--- src/pkg/spr_cfg.svh ---
// Widths, pad values and reset values of the scratchpad port.
`ifndef SPR_CFG_SVH
`define SPR_CFG_SVH
`define SPR_IDX_W      18
`define SPR_TIDX_LSB   2
`define SPR_PA_W       22
`define SPR_TAG_W      24
`define SPR_WORD_W     32
`define SPR_BE_W       4
`define SPR_OP_W       3
`define SPR_PAD8       8'h00
`define SPR_LOW2       2'h0
`define SPR_LOW1       1'h0
`define SPR_WORD_RST   32'h0000_0000
`define SPR_TAG_RST    24'h00_0000
`define SPR_IDX_RST    18'h0_0000
`define SPR_BE_RST     4'h0
`endif

--- src/pkg/spr_pkg.sv ---
// Types shared by the scratchpad port core logic.
`include "spr_cfg.svh"
package spr_pkg;
  typedef enum logic [`SPR_OP_W-1:0] {
    OP_LOOKUP     = 3'h0,
    OP_TAG_READ   = 3'h1,
    OP_TAG_WRITE  = 3'h2,
    OP_DATA_WRITE = 3'h3,
    OP_TAG_SET    = 3'h4
  } spr_op_t;

  typedef enum logic {
    ST_IDLE = 1'h0,
    ST_READ = 1'h1
  } spr_state_t;

  typedef struct packed {
    logic                    valid;
    spr_op_t                 op;
    logic [`SPR_IDX_W-1:0]   index;
    logic [`SPR_PA_W-1:0]    pa;
    logic                    uncached;
    logic [`SPR_WORD_W-1:0]  wdata;
    logic [`SPR_BE_W-1:0]    be;
  } spr_req_t;

  typedef struct packed {
    logic                    done;
    logic                    hit;
    logic [`SPR_WORD_W-1:0]  data;
    logic [`SPR_TAG_W-1:0]   tag;
  } spr_rsp_t;

  typedef struct packed {
    logic                    rd_tag;
    logic                    rd_data;
    logic                    tag_wr;
    logic                    data_wr;
    logic [`SPR_IDX_W-1:0]   index;
    logic [`SPR_WORD_W-1:0]  word;
    logic [`SPR_TAG_W-1:0]   tagword;
    logic [`SPR_BE_W-1:0]    be;
  } spr_drv_t;
endpackage

--- src/core/spr_port.sv ---
// Core-side scratchpad port logic for the instruction and data sides.
`timescale 1ns/1ns
`default_nettype none
`include "spr_cfg.svh"

////////////////////////////////////////////////////////////////////////////
// Functional notes
// - Tag read word is address bits 31..10, lock, valid; loads holding reg.
// - Stall marks an unfinished read; results are used only after it drops.
// - Instruction side drives one index, address bits 19..2, for all.
// - Instruction read strobe reads tag and data; hit and stall follow it.
// - Tag write strobe tells the memory to update its stored tag.
// - On an instruction data write the shared bus carries the data word.
// - On a tag write the bus is eight zeros then holding register bits.
// - Compare word is zeros, address bits 31..10, uncacheable, zero.
// - Uncacheable bit is high for an uncacheable address, else low.
// - Data write strobe stores the bus value at the presented index.
// - Data side compare is address bits plus two zeros; writes use tag.
// - Data side gives four byte enables with every data write.
// - Reads may stall for cycles; memory answers in the strobe's own cycle.
module spr_port
  import spr_pkg::*;
(
  input  wire logic                    ref_clk_in,
  input  wire logic                    reset_in,
  // Requests from the pipeline and their answers.
  input  wire spr_req_t                iside_req_in,
  input  wire spr_req_t                dside_req_in,
  output logic                         iside_ready_out,
  output logic                         dside_ready_out,
  output spr_rsp_t                     iside_rsp_out,
  output spr_rsp_t                     dside_rsp_out,
  output logic [`SPR_TAG_W-1:0]        iside_tag_holding_register_out,
  output logic [`SPR_TAG_W-1:0]        dside_tag_holding_register_out,
  // Instruction-side memory pins.
  output logic [`SPR_IDX_W-1:0]        iside_index_out,
  output logic                         iside_read_pulse_out,
  output logic                         iside_tag_write_pulse_out,
  output logic [`SPR_WORD_W-1:0]       iside_write_compare_bus_out,
  output logic                         iside_data_write_pulse_out,
  input  wire logic [`SPR_WORD_W-1:0]  iside_read_word_in,
  input  wire logic [`SPR_TAG_W-1:0]   iside_tag_read_word_in,
  input  wire logic                    iside_region_match_in,
  input  wire logic                    iside_wait_req_in,
  input  wire logic                    iside_array_attached_in,
  // Data-side memory pins.
  output logic [`SPR_IDX_W-3:0]        dside_tag_index_out,
  output logic                         dside_tag_read_pulse_out,
  output logic                         dside_tag_write_pulse_out,
  output logic [`SPR_TAG_W-1:0]        dside_tag_compare_word_out,
  output logic [`SPR_IDX_W-1:0]        dside_data_index_out,
  output logic [`SPR_WORD_W-1:0]       dside_write_word_out,
  output logic                         dside_data_read_pulse_out,
  output logic                         dside_data_write_pulse_out,
  output logic [`SPR_BE_W-1:0]         dside_byte_enables_out,
  input  wire logic [`SPR_WORD_W-1:0]  dside_read_word_in,
  input  wire logic [`SPR_TAG_W-1:0]   dside_tag_read_word_in,
  input  wire logic                    dside_region_match_in,
  input  wire logic                    dside_wait_req_in,
  input  wire logic                    dside_array_attached_in
);
  ////////////////////////////////////////////////////////////////////////////
  // Per-side views of ports; index 0 is the instruction side.
  spr_req_t                req_a     [2];
  logic                    present_a [2];
  logic                    stall_a   [2];
  logic                    hit_a     [2];
  logic [`SPR_WORD_W-1:0]  rword_a   [2];
  logic [`SPR_TAG_W-1:0]   tword_a   [2];
  spr_drv_t                drv_a     [2];
  logic                    ready_a   [2];
  logic [`SPR_TAG_W-1:0]   hold_a    [2];
  spr_rsp_t                rsp_a     [2];

  // Present is a static strap; the far side ties it.
  assign present_a[0] = iside_array_attached_in;
  assign present_a[1] = dside_array_attached_in;
  assign req_a[0]     = iside_req_in;
  assign req_a[1]     = dside_req_in;
  assign stall_a[0]   = iside_wait_req_in;
  assign stall_a[1]   = dside_wait_req_in;
  assign hit_a[0]     = iside_region_match_in;
  assign hit_a[1]     = dside_region_match_in;
  assign rword_a[0]   = iside_read_word_in;
  assign rword_a[1]   = dside_read_word_in;
  assign tword_a[0]   = iside_tag_read_word_in;
  assign tword_a[1]   = dside_tag_read_word_in;

  ////////////////////////////////////////////////////////////////////////////
  // One sequencer per side; they differ in word layout and in whether a tag read also reads data.
  genvar g;
  generate
    for (g = 0; g < 2; g++) begin : g_side
      localparam bit IS_ISIDE = (g == 0);
      spr_state_t             state;
      spr_state_t             next_state;
      spr_drv_t               drv;
      spr_drv_t               next_drv;
      logic                   ready;
      logic                   next_ready;
      logic [`SPR_TAG_W-1:0]  hold;
      logic [`SPR_TAG_W-1:0]  next_hold;
      logic                   ack;
      logic                   complete;
      logic [`SPR_TAG_W-1:0]  cmp;
      logic                   pending_tag_op;
      logic                   next_pending_tag_op;

      // Next-state and drive computation. Strobes are outputs of flops, so
      // the memory sees them one cycle after the request is taken; its
      // answer must still settle within that cycle.
      always_comb begin
        next_state      = state;
        next_drv        = drv;
        next_drv.tag_wr = 1'h0;
        next_drv.data_wr = 1'h0;
        next_hold       = hold;
        ack             = 1'h0;
        if (IS_ISIDE) begin
          cmp = {req_a[g].pa, req_a[g].uncached, `SPR_LOW1};
        end else begin
          cmp = {req_a[g].pa, `SPR_LOW2};
        end
        unique case (state)
          ST_IDLE: begin
            if (req_a[g].valid && ready) begin
              next_drv.index = req_a[g].index;
              unique case (req_a[g].op)
                OP_LOOKUP: begin
                  next_drv.rd_tag  = present_a[g];
                  next_drv.rd_data = present_a[g];
                  next_drv.tagword = cmp;
                  if (IS_ISIDE) begin
                    next_drv.word = {`SPR_PAD8, cmp};
                  end
                  next_state = ST_READ;
                end
                OP_TAG_READ: begin
                  next_drv.rd_tag  = present_a[g];
                  next_drv.rd_data = 1'h0;
                  next_drv.tagword = cmp;
                  if (IS_ISIDE) begin
                    next_drv.rd_data = present_a[g];
                    next_drv.word    = {`SPR_PAD8, cmp};
                  end
                  next_state = ST_READ;
                end
                OP_TAG_WRITE: begin
                  next_drv.tag_wr  = present_a[g];
                  next_drv.tagword = hold;
                  if (IS_ISIDE) begin
                    next_drv.word = {`SPR_PAD8, hold};
                  end
                  ack = 1'h1;
                end
                OP_DATA_WRITE: begin
                  next_drv.data_wr = present_a[g];
                  next_drv.word    = req_a[g].wdata;
                  next_drv.be      = req_a[g].be;
                  ack = 1'h1;
                end
                OP_TAG_SET: begin
                  next_hold = req_a[g].wdata[`SPR_TAG_W-1:0];
                  ack = 1'h1;
                end
                default: begin
                  ack = 1'h1;
                end
              endcase
            end
          end
          ST_READ: begin
            // Everything the memory sees stays put until stall drops.
            if (complete) begin
              next_drv.rd_tag  = 1'h0;
              next_drv.rd_data = 1'h0;
              next_state       = ST_IDLE;
              if (present_a[g] && (drv.rd_data == 1'h0 || IS_ISIDE) &&
                  drv.rd_tag && pending_tag_op) begin
                next_hold = tword_a[g];
              end
            end
          end
        endcase
        next_ready = (next_state == ST_IDLE);
      end

      // Remembers that the pending read is a cache-maintenance tag read.
      always_comb begin
        next_pending_tag_op = pending_tag_op;
        if (state == ST_IDLE && req_a[g].valid && ready) begin
          next_pending_tag_op = (req_a[g].op == OP_TAG_READ);
        end
      end

      // State registers.
      always_ff @(posedge ref_clk_in) begin
        if (reset_in) begin
          state          <= ST_IDLE;
          ready          <= 1'h0;
          hold           <= `SPR_TAG_RST;
          pending_tag_op <= 1'h0;
          drv            <= '{rd_tag: 1'h0, rd_data: 1'h0, tag_wr: 1'h0,
                              data_wr: 1'h0, index: `SPR_IDX_RST,
                              word: `SPR_WORD_RST, tagword: `SPR_TAG_RST,
                              be: `SPR_BE_RST};
        end else begin
          state          <= next_state;
          ready          <= next_ready;
          hold           <= next_hold;
          pending_tag_op <= next_pending_tag_op;
          drv            <= next_drv;
        end
      end

      // A read with no array attached still passes through ST_READ so the
      // answer timing is the same; it completes at once as a miss.
      spr_resp u_resp (
        .ref_clk_in   (ref_clk_in),
        .reset_in     (reset_in),
        .rd_active_in (state == ST_READ),
        .ack_in       (ack),
        .present_in   (present_a[g]),
        .stall_in     (stall_a[g]),
        .hit_in       (hit_a[g]),
        .read_word_in (rword_a[g]),
        .tag_word_in  (tword_a[g]),
        .complete_out (complete),
        .rsp_out      (rsp_a[g])
      );

      assign drv_a[g]   = drv;
      assign ready_a[g] = ready;
      assign hold_a[g]  = hold;
    end
  endgenerate

  ////////////////////////////////////////////////////////////////////////////
  // Pins; no logic between the flops and the boundary.
  assign iside_index_out                = drv_a[0].index;
  assign iside_read_pulse_out           = drv_a[0].rd_tag;
  assign iside_tag_write_pulse_out      = drv_a[0].tag_wr;
  assign iside_write_compare_bus_out    = drv_a[0].word;
  assign iside_data_write_pulse_out     = drv_a[0].data_wr;
  assign dside_tag_index_out            =
    drv_a[1].index[`SPR_IDX_W-1:`SPR_TIDX_LSB];
  assign dside_tag_read_pulse_out       = drv_a[1].rd_tag;
  assign dside_tag_write_pulse_out      = drv_a[1].tag_wr;
  assign dside_tag_compare_word_out     = drv_a[1].tagword;
  assign dside_data_index_out           = drv_a[1].index;
  assign dside_write_word_out           = drv_a[1].word;
  assign dside_data_read_pulse_out      = drv_a[1].rd_data;
  assign dside_data_write_pulse_out     = drv_a[1].data_wr;
  assign dside_byte_enables_out         = drv_a[1].be;
  assign iside_ready_out                = ready_a[0];
  assign dside_ready_out                = ready_a[1];
  assign iside_rsp_out                  = rsp_a[0];
  assign dside_rsp_out                  = rsp_a[1];
  assign iside_tag_holding_register_out = hold_a[0];
  assign dside_tag_holding_register_out = hold_a[1];
endmodule
`default_nettype wire

--- src/core/spr_resp.sv ---
// Response capture for one scratchpad port.
`timescale 1ns/1ns
`default_nettype none
`include "spr_cfg.svh"
module spr_resp
  import spr_pkg::*;
(
  input  wire logic                   ref_clk_in,
  input  wire logic                   reset_in,
  input  wire logic                   rd_active_in,
  input  wire logic                   ack_in,
  input  wire logic                   present_in,
  input  wire logic                   stall_in,
  input  wire logic                   hit_in,
  input  wire logic [`SPR_WORD_W-1:0] read_word_in,
  input  wire logic [`SPR_TAG_W-1:0]  tag_word_in,
  output logic                        complete_out,
  output spr_rsp_t                    rsp_out
);
  spr_rsp_t next_rsp;
  logic     take;

  // A read ends when the memory drops stall, or at once when no array.
  always_comb begin
    complete_out = rd_active_in && (!present_in || !stall_in);
    take         = complete_out && present_in;
    next_rsp      = rsp_out;
    next_rsp.done = complete_out || ack_in;
    next_rsp.hit  = take && hit_in;
    if (take) begin
      next_rsp.data = read_word_in;
      next_rsp.tag  = tag_word_in;
    end
  end

  // Result flops; data and tag hold until the next read completed with an array present.
  always_ff @(posedge ref_clk_in) begin
    if (reset_in) begin
      rsp_out <= '{done: 1'h0, hit: 1'h0, data: `SPR_WORD_RST,
                   tag: `SPR_TAG_RST};
    end else begin
      rsp_out <= next_rsp;
    end
  end
endmodule
`default_nettype wire

--- config.mk ---
export PLATFORM = sky130hd
export DESIGN_NAME = spr_port
export DESIGN_NICKNAME = d
export VERILOG_FILES = /design/src/pkg/spr_pkg.sv /design/src/core/spr_port.sv /design/src/core/spr_resp.sv
export VERILOG_INCLUDE_DIRS = /design/src /design/src/pkg
export SDC_FILE = /design/constraint.sdc
export NUM_CORES = 1
export LEC_CHECK = 0
export BUFFER_PORTS_ARGS = -buffer_cell sky130_fd_sc_hd__buf_4
export CORE_AREA = 2 2 232 234
export CTS_CLUSTER_DIAMETER = 30
export CTS_CLUSTER_SIZE = 40
export DETAILED_ROUTE_END_ITERATION = 16
export DIE_AREA = 0 0 234 236
export PLACE_DENSITY = 0.43
export SYNTH_ARGS = -nofsm -noshare
export SYNTH_HDL_FRONTEND = slang
export SYNTH_SLANG_ARGS = --single-unit
--- constraint.sdc ---
create_clock -name ref_clk_in -period 2.4 [get_ports ref_clk_in]
set_input_delay 0.48 -clock ref_clk_in [delete_from_list [all_inputs] [get_ports ref_clk_in]]
set_output_delay 0.48 -clock ref_clk_in [all_outputs]
set_load 0.1 [all_outputs]
Word-level counts from Yosys, hierarchy flattened
Index checks and enable logic that the tools add are counted.

Logic and storage cells: 149. Output and inout bits: 317. Register bits after elaboration: 333. Input port bits: 282.

Muxes and demuxes: 42. Reductions and logical operators: 47. Eq/ne operators: 18. Bitwise operators: 11.

Operators by type and width (count): 2-to-1 mux 24 bit (8); case mux 24 bit (2 select lines) (4); 2-to-1 mux 82 bit (2); case mux 32 bit (3 select lines) (1); 2-to-1 mux 32 bit (1); AND reduction 3 bit (7); logical AND 1 bit (17); 2-to-1 mux 1 bit (16); OR reduction 4 bit (4); equality test 3 x 2 -> 1 bit (second input constant) (4); inequality test 2 x 1 -> 1 bit (second input constant) (6); case mux 2 bit (2 select lines) (3); inverter 1 bit (11); 2-to-1 mux 4 bit (2); AND reduction 4 bit (2); equality test 3 x 1 -> 1 bit (second input constant) (2); equality test 3 bit (second input constant) (2); zero test 3 bit (2); 2-to-1 mux 2 bit (3); inequality test 2 bit (second input constant) (3); zero test 1 bit (4); logical OR 1 bit (4); case mux 1 bit (2 select lines) (2); AND reduction 2 bit (2); other kinds (4) (6).

Longest topological paths before layout
Depth after elaboration: 7. Gate-level depth with buffers: 7. Mapped depth without buffers: 4.

Cells and area by module
From an unflattened synthesis, not the netlist that was laid out.

Cells, all modules: 1469. Area total of the unflattened synthesis: 13296.5 sq um.

Modules (own cells, without submodules): spr_port (area an instance 8159.1 sq um, cells each 971, sequential area each 3783.6 sq um, instances 1); spr_resp (area an instance 2568.7 sq um, cells each 249, sequential area each 1161.1 sq um, instances 2).

Least setup slack after synthesis
No wires, ideal clock.

Path kind: reg-to-reg. From: register g_side[1].ready (netlist: dside_ready_out). To: register g_side[1].hold[10] (netlist: dside_tag_holding_register_out[10]). Setup time: 0.081 ns. Period minus slack after synthesis: 2.202 ns. Slack: 0.198 ns. Arrival time: 2.121 ns. Data required time: 2.319 ns. Buffers on the path: 2. Cell stages (with the launch flop): 7. Cells stage by stage: dfxtp_1 -> and3b_1 -> buf_6 -> a22o_4 -> clkbuf_1 -> a21oi_1 -> a211oi_2.

Cells in the longest elaborated chain, start to end: 3.

RTL lines: from (decl) (line spr_port.sv:99) `logic ready;`; from (signal assigned) (line spr_port.sv:209) `ready <= next_ready;`; logical AND 1 bit (line spr_port.sv:126) `if (req_a[g].valid && ready) begin`; inequality test 2 bit (no line); AND reduction 4 bit (no line); to (signal assigned) (line spr_port.sv:201) `` hold <= `SPR_TAG_RST; ``; to (signal assigned) (line spr_port.sv:210) `hold <= next_hold;`; to (decl) (line spr_port.sv:101) `` logic [`SPR_TAG_W-1:0] hold; ``.

Every way passes these cells. A chain may end at the register's enable or synchronous reset.

Final worst setup path
From: register g_side[1].state. To: register g_side[1].drv (netlist bit dside_tag_compare_word_out[19]).

Cells in the longest elaborated chain, start to end: 2.

RTL lines: from (decl) (line spr_port.sv:95) `spr_state_t state;`; from (signal assigned) (line spr_port.sv:208) `state <= next_state;`; inverter 1 bit (no line); AND reduction 3 bit (no line); to (signal assigned) (line spr_port.sv:203) `drv <= '{rd_tag: 1'h0, rd_data: 1'h0, tag_wr: 1'h0,`; to (signal assigned) (line spr_port.sv:212) `drv <= next_drv;`; to (decl) (line spr_port.sv:97) `spr_drv_t drv;`.

Every way passes these cells.

==> flow_metrics.py <==
metrics = {
    "critical_path": {
        "cp_slowest_cell": "buf_4",
        "crit_fanout": 44,
        "arrival_ps": 2410,
        "path_class": "flop to flop",
        "startpoint": "g_side[1].state$_SDFF_PP0_",
        "cp_top_family": "simple AND/OR/NAND/NOR gates",
        "rr_startpoint": "g_side[1].state$_SDFF_PP0_",
        "critPathRequiredTime_ps": 2920,
        "cp_slowest_stage_delay_ps": 440,
        "cp_num_buf_inv": 1,
        "end_kind": "flop",
        "crit_chain": "nand3b_4 > nor3b_4 > buf_4 > nor2_1 > a211oi_1",
        "cp-start-kind": "flop",
    },
    "global_routing": {
        "use_met3_pct": 6.99,
        "grt.total_usage_pct": 18.4,
        "grt_start_max_net_pins": 78,
        "antenna_found_initial": 5,
        "grt-busiest-layer": "met2",
        "use_met1_pct": 21.4,
        "grt_pass1_vias": 11900,
        "grtUsageMet2_pct": 30.5,
        "grt_pass1_wl_microns": 76600,
        "overflow": 0,
    },
    "die": {
        "die_w_microns": 234,
        "start_util_pct": 22.8,
        "rows": 85,
        "io_pins": 599,
        "die_area_sq_um": 55200,
        "die_y_microns": 236,
        "coreArea_sq_um": 53100,
    },
    "power": {
        "cellPowerDensity_nw_per_um2": 953,
        "power_frac_seq_pct": 27.0,
        "p_sw_mw": 5.02,
        "report.power.total_mw": 19.5,
        "leakagePower_nw": 8.43,
        "peakVddDrop_mv": 0.569,
        "swShare_pct": 25.7,
        "clkPwrFrac_pct": 62.6,
        "combPwrFrac_pct": 10.4,
        "power.internal_mw": 14.5,
    },
    "timing": {
        "max_freq_ghz": 0.529,
        "finalSetupViolCount": 0,
        "relSlewSlack_pct": 34.3,
        "setup_ws_ps": 511,
        "fin_setup_tns_ps": 0,
        "period_minus_slack_ps": 1890,
        "drv_slew": 0,
        "fin_crit_sh_pct": 78.7,
        "timing_hold_violations_final": 0,
        "fin_skew_ps": 20.5,
        "worst_slew_pin_slew_ps": 984,
        "rsz0062_at_grt": "false",
    },
    "route": {
        "postRouteAntennaNets": 0,
        "drtPass1Iterations": 6,
        "drc_errors": 0,
        "vias_per_cell": 4.41,
        "vias": 12200,
        "routed_wl_microns": 53200,
        "detail_route.wl_per_cell_microns": 19.3,
        "drt-initial-drc-count": 444,
    },
    "place": {
        "port-buffer-count": 593,
        "gp_congestion": 0.842,
        "hpwl_microns": 38600,
        "place_area_sq_um": 17300,
        "post-place-ws_ps": 380,
    },
    "logic_synthesis": {
        "synth_top_area_share_pct": 50.4,
        "synth_seq_area_share_pct": 50.4,
        "syn_inst": 1394,
        "synth_nets": 1676,
        "syn_area_sq_um": 12100,
        "synth.area.top_cells": "dfxtp_1 50%, nand2_1 12%, a21oi_1 9.3%, mux2i_1 5.8%, a211oi_2 4.5%",
        "synth_cell_types": 40,
        "synth-main-ff-cell": "dfxtp_1",
        "synth_common_cells": "388 x nand2_1, 305 x dfxtp_1, 224 x a21oi_1, 83 x nor2_1, 74 x clkbuf_1",
        "ys_ff_latch": 305,
        "post-synth-top-count-cell": "nand2_1",
        "yosysTopAreaCell": "dfxtp_1",
        "ys_warn_count": 0,
        "synth_edf_count": 0,
        "synth_area_per_cell_sq_um": 8.68,
        "synth_async_sr_flop_share_pct": 0,
    },
    "final_layout": {
        "multi_input_area_sq_um": 5360,
        "seqCellArea_sq_um": 6110,
        "final_area_sq_um": 20500,
        "final_util_pct": 38.6,
        "nets": 2275,
        "n_fill_cell": 5505,
        "drive_gt1_share_pct": 41.9,
        "syn_to_final_growth_pct": 69.3,
    },
    "clocking": {
        "clk_pin_slew_worst_paths_ps": 40,
        "ctsHoldBuffers": 0,
        "insertion_delay_ps": 620,
        "clock_path_buffers": 3,
        "root_buffer": "clkbuf_16",
        "cts_tree": "yes",
        "clock-sinks": 305,
        "post_cts_buffers": 0,
        "h-tree-depth": 3,
        "cts_buffers": 96,
        "cts.repair.resized": 0,
    },
    "status": {
        "outcome": "finished clean",
    },
    "hold_path": {
        "hold_start": "iside_req_in[69]",
        "min_path_type": "input port to flop",
    },
    "job": {
        "maxCapViolCount": 0,
    },
}
==> final timing paths <==
check                                                      end  slack, ps  cells past startpoint
setup / recovery   dside_tag_compare_word_out[19]$_SDFFE_PP0P_        510                      5
hold / removal                iside_index_out[10]$_SDFFE_PP0P_        110                      3
setup reg to reg   dside_tag_compare_word_out[19]$_SDFFE_PP0P_        510                      5
hold reg to reg   iside_write_compare_bus_out[29]$_SDFFE_PP0P_        450                      2
==> worst reg2reg max path, delay by kind of cell (launching register included) <==
| family | cells | cell delay [ps] |
|---|---|---|
| buffers and inverters | 1 | 440 |
| AND/OR/NAND/NOR | 3 | 750 |
| AO/OA/AOI/OAI | 1 | 240 |
| flip-flops | 1 | 360 |
==> layout by cell type (no fill, tap or decap), drive strengths merged, types with 2 or more instances in the layout <==
cell type and instances:
nand3 12, nand3b 3, diode 2, nor3 26
mux2 24, or2 3, or3 2, nand2 388
and3b 3, nor3b 5, a21boi 2, clkinv 17
bufinv 6, inv 6, dfxtp 305, and2 2
and4b 2, a32oi 3, a211oi 70, nor2 83
a221oi 23, clkbuf 143, mux2i 70, a21oi 224
nor2b 2, buf 633
==> metal layers <==
metal / routed length [microns] / up-vias
met5: 46 / -
met4: 1130 / 6
met3: 4880 / 79
met2: 25800 / 458
met1: 21400 / 5651
li1: - / 5985
==> logic make-up (layout without fill, tap and decap cells) <==
family	after synthesis	after routing	share of synthesized area [%]
simple gates	535	535	18.1
flops	305	305	50.4
buf+inv	134	805	5.54
other cells	0	2	0
compound gates	326	326	17.9
mux	94	94	8.02
==> power by group through the flow <==
stage                     Sequential (mW)  Clock, mW  Combinational [mW]
after floorplan                      6.09          0               0.546
after global placement               5.35          0                2.04
after detailed placement             5.35          0                2.05
after CTS                            5.27       12.5                2.05
after global routing                 5.28       12.8                2.14
final                                5.27       12.2                2.03
==> flip-flops by register name, summed over array words and instances (netlist names) <==
register	flops
dside_tag_holding_register_out	24
g_side.u_resp.rsp_out	116
g_side.state	2
iside_tag_holding_register_out	24
iside_write_compare_bus_out	32
iside_index_out	18
dside_data_index_out	18
dside_write_word_out	32
dside_byte_enables_out	4
g_side.pending_tag_op	2
dside_tag_read_pulse_out	1
dside_data_write_pulse_out	1
dside_data_read_pulse_out	1
dside_ready_out	1
iside_ready_out	1
dside_tag_compare_word_out	24
iside_read_pulse_out	1
dside_tag_write_pulse_out	1
iside_data_write_pulse_out	1
iside_tag_write_pulse_out	1
==> stage by stage <==
| stage | cells | hold slack (ps) |
|---|---|---|
| 2_1_floorplan | 1394 | 432 |
| 3_3_place_gp | 2591 | 440 |
| 3_5_place_dp | 2591 | 448 |
| 4_1_cts | 2761 | 64.8 |
| 5_1_grt | 2762 | 82.8 |
| 6_report | 2763 | 112 |
==> layout make-up <==
cell class / count / area share, %
Timing Repair Buffer: 633 / 24.0
Inverter: 2 / 0.0366
Clock buffer: 143 / 13.8
Antenna cell: 2 / 0.0244
Sequential cell: 305 / 29.8
Tap cell: 696 / 4.25
Clock inverter: 27 / 1.88
Multi-Input combinational cell: 955 / 26.2
Power figures use the tool's default switching activity.
